File: src/verilog/usb_pp_pkg.sv
/*
 * Shared constants for the USB descriptor ping-pong and interrupt block:
 * APB register map, field positions, reset values, token codes and the
 * descriptor mapping function.
 * Assumes a 32-bit APB with word-aligned registers.
 */
`default_nettype none

package usb_pp_pkg;

	// ----------------------------------------------------------------
	// Sizes
	// ----------------------------------------------------------------
	localparam int NUM_EP   = 8;
	localparam int NUM_BD   = 32;
	localparam int BD_BYTES = 4;

	// ----------------------------------------------------------------
	// Register map (byte addresses)
	// ----------------------------------------------------------------
	localparam logic [11:0] ADDR_CONFIG   = 12'h000;
	localparam logic [11:0] ADDR_XFER_ST  = 12'h004;
	localparam logic [11:0] ADDR_SFLAG    = 12'h008;
	localparam logic [11:0] ADDR_SEN      = 12'h00c;
	localparam logic [11:0] ADDR_EFLAG    = 12'h010;
	localparam logic [11:0] ADDR_EEN      = 12'h014;
	localparam logic [11:0] ADDR_IRQ_ST   = 12'h018;
	localparam logic [4:0]  BD_REGION     = 5'h02;   // paddr[11:7]: 0x100..0x17c

	// ----------------------------------------------------------------
	// Field positions
	// ----------------------------------------------------------------
	localparam int CFG_MODE_LSB = 0;
	localparam int CFG_PTR_RST  = 2;
	localparam int CFG_ENABLE   = 3;
	localparam int FL_RESET     = 0;
	localparam int FL_ERR       = 1;
	localparam int FL_ACTIVITY  = 2;
	localparam int FL_TRN       = 3;
	localparam int FL_IDLE      = 4;
	localparam int FL_STALL     = 5;
	localparam int FL_SOF       = 6;
	localparam int ST_OWN       = 7;
	localparam int ST_ETOG      = 6;
	localparam int ST_TSYNC     = 3;
	localparam int ST_BUFFER_STALL_ENABLE    = 2;
	localparam int XS_ODD       = 1;
	localparam int XS_DIR       = 2;
	localparam int XS_EP_LSB    = 3;

	// ----------------------------------------------------------------
	// Reset values and token codes
	// ----------------------------------------------------------------
	localparam logic [31:0] RST_REG    = 32'h0000_0000;
	localparam logic [6:0]  STICKY_M   = 7'h75;    // flags cleared only by software
	localparam logic [3:0]  PID_OUT    = 4'h1;
	localparam logic [3:0]  PID_IN     = 4'h9;
	localparam logic [3:0]  PID_SETUP  = 4'hd;

	typedef enum logic [1:0] {PP_NONE, PP_EP0_OUT, PP_ALL, PP_ALL_BUT_EP0} pp_mode_t;

	// Returns {two_descriptors, descriptor_index}
	function automatic logic [5:0] bd_map(pp_mode_t m, logic [2:0] ep, logic din, logic odd);
		logic [4:0] e4;
		logic [4:0] idx;
		logic       pp;
		e4  = {ep, 2'b00};
		idx = 5'h00;
		pp  = 1'b0;
		unique case (m)
			PP_NONE:
			begin
				idx = {1'b0, ep, din};
			end
			PP_EP0_OUT:
			begin
				if (ep == 3'h0)
				begin
					pp  = ~din;
					idx = din ? 5'h02 : {4'h0, odd};
				end
				else
					idx = {1'b0, ep, 1'b0} + 5'h01 + {4'h0, din};
			end
			PP_ALL:
			begin
				pp  = 1'b1;
				idx = e4 + {3'h0, din, odd};
			end
			PP_ALL_BUT_EP0:
			begin
				if (ep == 3'h0)
					idx = {4'h0, din};
				else
				begin
					pp  = 1'b1;
					idx = e4 - 5'h02 + {3'h0, din, odd};
				end
			end
		endcase
		return {pp, idx};
	endfunction

endpackage

`default_nettype wire

File: src/verilog/usb_pingpong_bd_irq.sv
/*
 * USB descriptor table, ping-pong pointer tracking, transfer status queue
 * and two-layer interrupt aggregation, with an APB register slave.
 * Assumes the serial engine presents tokens and completions as one-cycle
 * pulses synchronous to clk_i, and honours done_ready_o.
 */
`timescale 1ns/1ps
`default_nettype none

module usb_pingpong_bd_irq
	import usb_pp_pkg::*;
#(
	parameter int DEPTH = 4
)
(
	input  wire logic        clk_i,          // 40 MHz clock
	input  wire logic        rst_i,          // Async reset, active high
	input  wire logic        psel_i,         // APB select
	input  wire logic        penable_i,      // APB enable
	input  wire logic        pwrite_i,       // APB write
	input  wire logic [11:0] paddr_i,        // APB byte address
	input  wire logic [31:0] pwdata_i,       // APB write data
	input  wire logic [3:0]  pstrb_i,        // APB byte strobes
	output logic             pready_o,       // APB ready
	output logic [31:0]      prdata_o,       // APB read data
	output logic             pslverr_o,      // APB error
	input  wire logic        tok_valid_i,    // Token received, fetch descriptor
	input  wire logic [2:0]  tok_ep_i,       // Token endpoint
	input  wire logic        tok_in_i,       // Token direction is IN
	output logic             bd_valid_o,     // Fetch result pulse
	output logic [4:0]       bd_index_o,     // Descriptor index
	output logic [6:0]       bd_byte_addr_o, // Descriptor byte offset
	output logic             bd_owned_o,     // Engine owns descriptor
	output logic             bd_stall_o,     // Stall enable
	output logic             bd_toggle_check_o, // Toggle sync enabled
	output logic             bd_expected_toggle_o, // Expected toggle
	output logic [9:0]       bd_count_o,     // Byte count
	output logic [15:0]      bd_buf_addr_o,  // Buffer address
	input  wire logic        done_valid_i,   // Transaction complete
	input  wire logic [2:0]  done_ep_i,      // Completed endpoint
	input  wire logic        done_in_i,      // Completed direction is IN
	input  wire logic [3:0]  done_pid_i,     // Token PID
	input  wire logic [9:0]  done_count_i,   // Bytes moved
	output logic             done_ready_o,   // Completion accepted
	input  wire logic        sof_i,          // Start-of-frame event
	input  wire logic        stall_sent_i,   // Stall handshake event
	input  wire logic        idle_i,         // Idle detected event
	input  wire logic        activity_i,     // Bus activity event
	input  wire logic        bus_reset_i,    // USB reset event
	input  wire logic [7:0]  err_event_i,    // Error condition events
	output logic             usb_irq_o       // Aggregated interrupt request
);

	// ----------------------------------------------------------------
	// Parameters and state
	// ----------------------------------------------------------------
	localparam int AW = $clog2(DEPTH);
	localparam int CW = $clog2(DEPTH + 1);

	if (DEPTH < 2 || (DEPTH & (DEPTH - 1)) != 0)
	begin : g_chk
		$error("DEPTH must be a power of two of at least 2");
	end

	typedef struct packed {
		logic [NUM_BD-1:0][31:0]      bd;
		logic [DEPTH-1:0][5:0]        fq;
		logic [AW-1:0]                rp;
		logic [AW-1:0]                wp;
		logic [CW-1:0]                cnt;
		logic [2*NUM_EP-1:0]          ptr;
		pp_mode_t                     mode;
		logic                         ptr_rst;
		logic                         enable;
		logic [6:0]                   sflag;
		logic [6:0]                   sen;
		logic [7:0]                   eflag;
		logic [7:0]                   een;
		logic                         irq;
		logic                         pready;
		logic [31:0]                  prdata;
		logic                         pslverr;
		logic                         done_ready;
		logic                         bd_valid;
		logic [4:0]                   bd_idx;
		logic                         own;
		logic                         stall;
		logic                         tsync;
		logic                         etog;
		logic [9:0]                   count;
		logic [15:0]                  bufaddr;
	} state_t;

	state_t              s_q;
	state_t              s_d;
	logic                apb_acc;
	logic                wr_go;
	logic                hit;
	logic [31:0]         rd_val;
	logic [3:0]          tok_key;
	logic [3:0]          done_key;
	logic [5:0]          tok_map;
	logic [5:0]          done_map;
	logic                done_take;
	logic                ptr_clear;
	logic                push;
	logic                pop;
	logic                flag_wr;
	logic [2*NUM_EP-1:0] ptr_nx;

	// ----------------------------------------------------------------
	// Decode and descriptor mapping
	// ----------------------------------------------------------------
	assign apb_acc   = psel_i & penable_i;
	assign wr_go     = apb_acc & s_q.pready & pwrite_i & hit;
	assign flag_wr   = wr_go & (paddr_i == ADDR_SFLAG);
	assign tok_key   = {tok_ep_i, tok_in_i};
	assign done_key  = {done_ep_i, done_in_i};
	assign tok_map   = bd_map(s_q.mode, tok_ep_i, tok_in_i, s_q.ptr[tok_key]);
	assign done_map  = bd_map(s_q.mode, done_ep_i, done_in_i, s_q.ptr[done_key]);
	assign done_take = done_valid_i & s_q.enable & s_q.done_ready;
	assign push      = done_take & (done_pid_i == PID_OUT || done_pid_i == PID_IN
		|| done_pid_i == PID_SETUP);
	assign pop       = flag_wr & s_q.sflag[FL_TRN] & ~pwdata_i[FL_TRN] & (s_q.cnt != '0);
	assign ptr_clear = s_q.ptr_rst | (wr_go & (paddr_i == ADDR_CONFIG)
		& pwdata_i[CFG_ENABLE] & ~s_q.enable);

	always_comb
	begin
		hit    = 1'b1;
		rd_val = RST_REG;
		if (paddr_i[11:7] == BD_REGION && paddr_i[1:0] == 2'b00)
			rd_val = s_q.bd[paddr_i[6:2]];
		else
		begin
			unique case (paddr_i)
				ADDR_CONFIG:  rd_val = {28'h0, s_q.enable, s_q.ptr_rst, s_q.mode};
				ADDR_XFER_ST: rd_val = (s_q.cnt == '0) ? RST_REG
					: {25'h0, s_q.fq[s_q.rp], 1'b0};
				ADDR_SFLAG:   rd_val = {25'h0, s_q.sflag};
				ADDR_SEN:     rd_val = {25'h0, s_q.sen};
				ADDR_EFLAG:   rd_val = {24'h0, s_q.eflag};
				ADDR_EEN:     rd_val = {24'h0, s_q.een};
				ADDR_IRQ_ST:  rd_val = {31'h0, s_q.irq};
				default:      hit = 1'b0;
			endcase
		end
	end

	// ----------------------------------------------------------------
	// Ping-pong pointers
	// ----------------------------------------------------------------
	for (genvar k = 0; k < 2 * NUM_EP; k++)
	begin : g_ptr
		assign ptr_nx[k] = ptr_clear ? 1'b0
			: (done_take && done_map[5] && done_key == 4'(k)) ? ~s_q.ptr[k]
			: s_q.ptr[k];
	end

	// ----------------------------------------------------------------
	// Next state
	// ----------------------------------------------------------------
	always_comb
	begin
		logic [6:0] sw;
		s_d          = s_q;
		sw           = flag_wr ? pwdata_i[6:0] : s_q.sflag;
		s_d.bd_valid = 1'b0;
		s_d.ptr      = ptr_nx;

		s_d.pready  = apb_acc & ~s_q.pready;
		s_d.pslverr = apb_acc & ~s_q.pready & ~hit;
		if (apb_acc && !s_q.pready)
			s_d.prdata = pwrite_i ? RST_REG : rd_val;

		if (wr_go)
		begin
			if (paddr_i[11:7] == BD_REGION)
			begin
				for (int b = 0; b < BD_BYTES; b++)
					if (pstrb_i[b])
						s_d.bd[paddr_i[6:2]][8*b +: 8] = pwdata_i[8*b +: 8];
			end
			unique case (paddr_i)
				ADDR_CONFIG:
				begin
					s_d.mode    = pp_mode_t'(pwdata_i[CFG_MODE_LSB +: 2]);
					s_d.ptr_rst = pwdata_i[CFG_PTR_RST];
					s_d.enable  = pwdata_i[CFG_ENABLE];
				end
				ADDR_SEN: s_d.sen = pwdata_i[6:0];
				ADDR_EEN: s_d.een = pwdata_i[7:0];
				default:  ;
			endcase
		end

		// Flags: events win over a clearing write
		s_d.sflag              = sw;
		s_d.sflag[FL_SOF]      = sw[FL_SOF] | sof_i;
		s_d.sflag[FL_STALL]    = sw[FL_STALL] | stall_sent_i;
		s_d.sflag[FL_IDLE]     = sw[FL_IDLE] | idle_i;
		s_d.sflag[FL_ACTIVITY] = sw[FL_ACTIVITY] | activity_i;
		s_d.sflag[FL_RESET]    = sw[FL_RESET] | bus_reset_i;
		s_d.sflag[FL_TRN]      = push | (pop ? (s_q.cnt > CW'(1)) : sw[FL_TRN]);
		s_d.sflag[FL_ERR]      = |(s_q.eflag & s_q.een);
		s_d.eflag = ((wr_go && paddr_i == ADDR_EFLAG) ? pwdata_i[7:0] : s_q.eflag)
			| err_event_i;
		s_d.irq = |(s_q.sflag & s_q.sen);

		// Descriptor fetch for a token
		if (tok_valid_i && s_q.enable)
		begin
			s_d.bd_valid = 1'b1;
			s_d.bd_idx   = tok_map[4:0];
			s_d.own      = s_q.bd[tok_map[4:0]][ST_OWN];
			s_d.stall    = s_q.bd[tok_map[4:0]][ST_BUFFER_STALL_ENABLE];
			s_d.tsync    = s_q.bd[tok_map[4:0]][ST_TSYNC];
			s_d.etog     = s_q.bd[tok_map[4:0]][ST_ETOG] & s_q.bd[tok_map[4:0]][ST_TSYNC];
			s_d.count    = {s_q.bd[tok_map[4:0]][1:0], s_q.bd[tok_map[4:0]][15:8]};
			s_d.bufaddr  = s_q.bd[tok_map[4:0]][31:16];
		end

		// Completion: return descriptor to firmware, engine write wins
		if (done_take)
		begin
			s_d.bd[done_map[4:0]][15:0] = {done_count_i[7:0], 1'b0,
				s_q.bd[done_map[4:0]][ST_ETOG], done_pid_i, done_count_i[9:8]};
		end

		// Transfer status queue
		if (push)
		begin
			s_d.fq[s_q.wp] = {1'b0, done_ep_i, done_in_i, s_q.ptr[done_key]};
			s_d.wp         = s_q.wp + AW'(1);
		end
		if (pop)
			s_d.rp = s_q.rp + AW'(1);
		s_d.cnt        = s_q.cnt + CW'(push) - CW'(pop);
		s_d.done_ready = s_d.cnt < CW'(DEPTH);
	end

	always_ff @(posedge clk_i or posedge rst_i)
	begin
		if (rst_i)
		begin
			s_q            <= '0;
			s_q.done_ready <= 1'b1;
		end
		else
			s_q <= s_d;
	end

	// ----------------------------------------------------------------
	// Outputs
	// ----------------------------------------------------------------
	assign pready_o             = s_q.pready;
	assign prdata_o             = s_q.prdata;
	assign pslverr_o            = s_q.pslverr;
	assign bd_valid_o           = s_q.bd_valid;
	assign bd_index_o           = s_q.bd_idx;
	assign bd_byte_addr_o       = {s_q.bd_idx, 2'b00};
	assign bd_owned_o           = s_q.own;
	assign bd_stall_o           = s_q.stall;
	assign bd_toggle_check_o    = s_q.tsync;
	assign bd_expected_toggle_o = s_q.etog;
	assign bd_count_o           = s_q.count;
	assign bd_buf_addr_o        = s_q.bufaddr;
	assign done_ready_o         = s_q.done_ready;
	assign usb_irq_o            = s_q.irq;
endmodule

`default_nettype wire

File: config.mk
export PLATFORM = sky130hd
export DESIGN_NAME = usb_pingpong_bd_irq
export DESIGN_NICKNAME = d
export VERILOG_FILES = /design/src/verilog/usb_pp_pkg.sv /design/src/verilog/usb_pingpong_bd_irq.sv
export SDC_FILE = /design/constraint.sdc
export NUM_CORES = 2
export LEC_CHECK = 0
export BUFFER_PORTS_ARGS = -buffer_cell sky130_fd_sc_hd__buf_2
export CAP_MARGIN = 5
export CORE_MARGIN = 5
export CORE_UTILIZATION = 25
export CTS_CLUSTER_DIAMETER = 200
export DETAILED_ROUTE_END_ITERATION = 6
export SETUP_SLACK_MARGIN = 0.05
export SLEW_MARGIN = 15
export SYNTH_ARGS = -nofsm -noshare
export SYNTH_HDL_FRONTEND = slang
export SYNTH_SLANG_ARGS = --single-unit
File: constraint.sdc
create_clock -name clk_i -period 52 [get_ports clk_i]
set_input_delay 5.2 -clock clk_i [delete_from_list [all_inputs] [get_ports clk_i]]
set_output_delay 5.2 -clock clk_i [all_outputs]
set_load 0.005 [all_outputs]
==> impl_metrics.ini <==
[timing]
skew_ns = 0.08539
hold_violations = 0
tightest_slew_ns = 1.295
setup_viol = 0
finalWorstPathRequiredPeriod_ns = 9.258
clock.fmax_mhz = 108.0
fin_setup_tns_ns = 0
maxSlewHeadroom = 0.1337
fin_hold_ws_ns = 0.4755
rsz0062_at_grt = false
period_share = 0.1780
slew_viol_final = 0

[cts]
clock_path_buffers = 3
cts.repair.resized = 0
cts_setup_buffers = 0
clkTransAtPathRegs_ns = 0.07
clk-insertion-delay-late_ns = 0.80
cts_tree = yes
postCtsHoldBufs = 0
h-tree-depth = 3
numCtsBuffers = 115
cts_sinks = 1173
root_buffer = clkbuf_16

[pwr]
ir_drop_v = 0.00002542
powerDensity_mw_per_mm2 = 26.90
cellLeakagePower_nw = 30.89

[floorplanning]
initial_core_util = 0.2515
io_pins = 169
die_w_um = 529.4
rows = 190
die-area_sq_mm = 0.2802
coreArea_sq_mm = 0.2682
die_h_um = 529.4

[route]
drt_iter0_drc = 7190
wl_per_cell_um = 24.49
drtAntennaViolNets = 0
num_vias = 55050
top_signal_layer_used = met5
wl_met3_um = 25470
drc = 0
met1_length_um = 100400
wl_met2_um = 111100
wirelength_um = 248700
dr.pass1.iters = 6
avgViaCountPerCell = 5.421

[setup_path]
reg2reg_from = s_q[105]
crit_required_ns = 52.68
arrival_ns = 9.94
cp_max_fo = 113
cp_cell_sequence = buf_2 > or3_1 > o21ai_0 > a22oi_1 > and3_4 > buf_4 > buf_12 > buf_4 > and3_1 > a311oi_1 > a311oi_1 > o21ai_1 > a32o_1
critPathMaxStageDelay_ns = 0.77
slowest_stage = buf_4
critPathKind = in2reg
end_kind = flip-flop
start_kind = input port
cp-startpoint = tok_ep_i[0]

[synth]
yosys_warnings = 0
synth_top_cells_by_count = 1197 x nand2_1, 1172 x dfrtp_1, 558 x mux2_2
synth-adder-area-share = 0.002709
yosysMostFrequentCell = nand2_1
syn-cell-area_sq_mm = 0.06744
synth_cell_types = 77
yosys.area_share.simple = 0.1606
netlist.area_leader.share = 0.4349
synthXorXnorAreaFrac = 0.003247
synth-seq-cells = 1173
seq_area_frac_synth = 0.4353
synth_area_leader_cell = dfrtp_1
synth_compound_area_frac = 0.08963
ys.flop_type = dfrtp_1
async_reset_ff_frac = 1.000
syn_inst = 6758
synth_top_family_by_area = multiplexers
postSynthAreaPerCell_sq_um = 9.979
synth_edf_count = 0
synth_area_leaders = dfrtp_1 43%, mux2_2 9.3%, mux4_2 9.1%, mux2i_1 7.9%, nand2_1 6.7%
synthMuxAreaShare = 0.2630

[grt]
grt_pass1_wl_um = 366700
grt_pass1_vias = 53340
grt-ovfl-total = 0
antenna_found_initial = 39
grt_max_degree = 176
grt_usage = 0.1713

[place]
gp_congestion = 0.8982
dpl.hpwl_um = 157600
dpl_cell_area_sq_mm = 0.07088
port_buffers = 166

[finish]
stdcell_area_sq_mm = 0.07503
area_delta_synth_final_pct = 11.25
nets = 6590
drive_gt1_frac = 0.2180

[min_path]
holdCritPathClass = reg2reg
hp-start = s_q[137]

[run_status]
status = complete, no violations

[flow_run]
drv_cap = 0
==> stage by stage <==
stage	total power, mW	util	std cells	setup slack, ns
final	2.018	0.2798	10150	42.74
after global routing	2.077	0.2797	10150	42.62
after CTS	2.026	0.2796	10140	42.99
after detailed placement	1.115	0.2643	9921	42.15
after global placement	1.113	0.2643	9921	42.20
after floorplan	1.049	-	6759	13.76
==> cell type report <==
| type | count | area (sq um) |
|---|---|---|
| fill | 27960 | 193100 |
| timing repair buffer | 273 | 1770 |
| multi-input combinational | 4902 | 35240 |
| sequential | 1173 | 29350 |
| antenna | 18 | 45.04 |
| inverter | 21 | 86.33 |
| clock buffer | 161 | 3332 |
| tap | 3552 | 4444 |
| clock inverter | 54 | 759.5 |
==> routing by layer <==
metal | GRT usage | up-vias
li1 | - | 23530
met1 | 0.2314 | 27690
met2 | 0.2638 | 3182
met3 | 0.04033 | 637
met4 | 0.06921 | 10
met5 | 0 | -
==> cells by family after synthesis <==
| group | Yosys count |
|---|---|
| AO/OA/AOI/OAI | 1000 |
| XOR/XNOR | 25 |
| adder cells (fa/ha/maj) | 14 |
| buffers and inverters | 684 |
| flip-flops | 1173 |
| multiplexers | 1362 |
| other | 1 |
| AND/OR/NAND/NOR | 2499 |
==> worst paths after layout <==
| path | end | slack (ns) | cells after the start |
|---|---|---|---|
| worst max-delay path | bd_buf_addr_o[14] | 42.74 | 13 |
| worst min-delay path | s_q[137] | 0.48 | 2 |
| worst max register to register | bd_count_o[3] | 46.46 | 10 |
| worst min register to register | s_q[137] | 0.48 | 2 |
| max in group asynchronous | s_q[339] | 44.11 | 5 |
| min in group asynchronous | s_q[115] | 4.62 | 2 |
==> critical path, delay by kind of cell <==
kind / cells / cell delay [ns]
AND/OR/NAND/NOR: 3 / 1.02
AO/OA/AOI/OAI: 6 / 1.33
buffers and inverters: 4 / 2.08
==> where the power goes <==
group / internal (mW) / leakage [nW] / switching, mW
combinational: 0.0377 / 12.6 / 0.141
sequential: 0.916 / 16.3 / 0.00484
clock: 0.515 / 2.01 / 0.403
==> flip-flops by register name, summed over array words and instances (netlist names) <==
register / count
prdata_o: 32
pslverr_o: 1
done_ready_o: 1
bd_valid_o: 1
bd_expected_toggle_o: 1
bd_owned_o: 1
s_q: 1101
bd_index_o: 5
usb_irq_o: 1
pready_o: 1
bd_count_o: 10
bd_stall_o: 1
bd_buf_addr_o: 16
bd_toggle_check_o: 1
==> layout by cell type (no fill, tap or decap), types with 19 or more instances in the layout <==
master / count
clkbuf_1: 19
buf_2: 164
mux4_2: 272
a22o_1: 27
mux2i_1: 531
a311oi_1: 56
a22oi_1: 107
a31oi_1: 66
clkbuf_8: 26
and3_1: 68
nor2_1: 501
nor3_1: 22
o21ai_0: 117
o22ai_1: 23
xnor2_1: 19
mux2_2: 558
or3_1: 33
clkbuf_16: 116
clkinv_2: 27
nand3_1: 465
a21oi_1: 502
nand4_1: 37
o221ai_1: 29
buf_4: 97
dfrtp_1: 1172
nor2_2: 78
nand2_1: 1193
No activity file was read; power rests on OpenSTA's default activity.
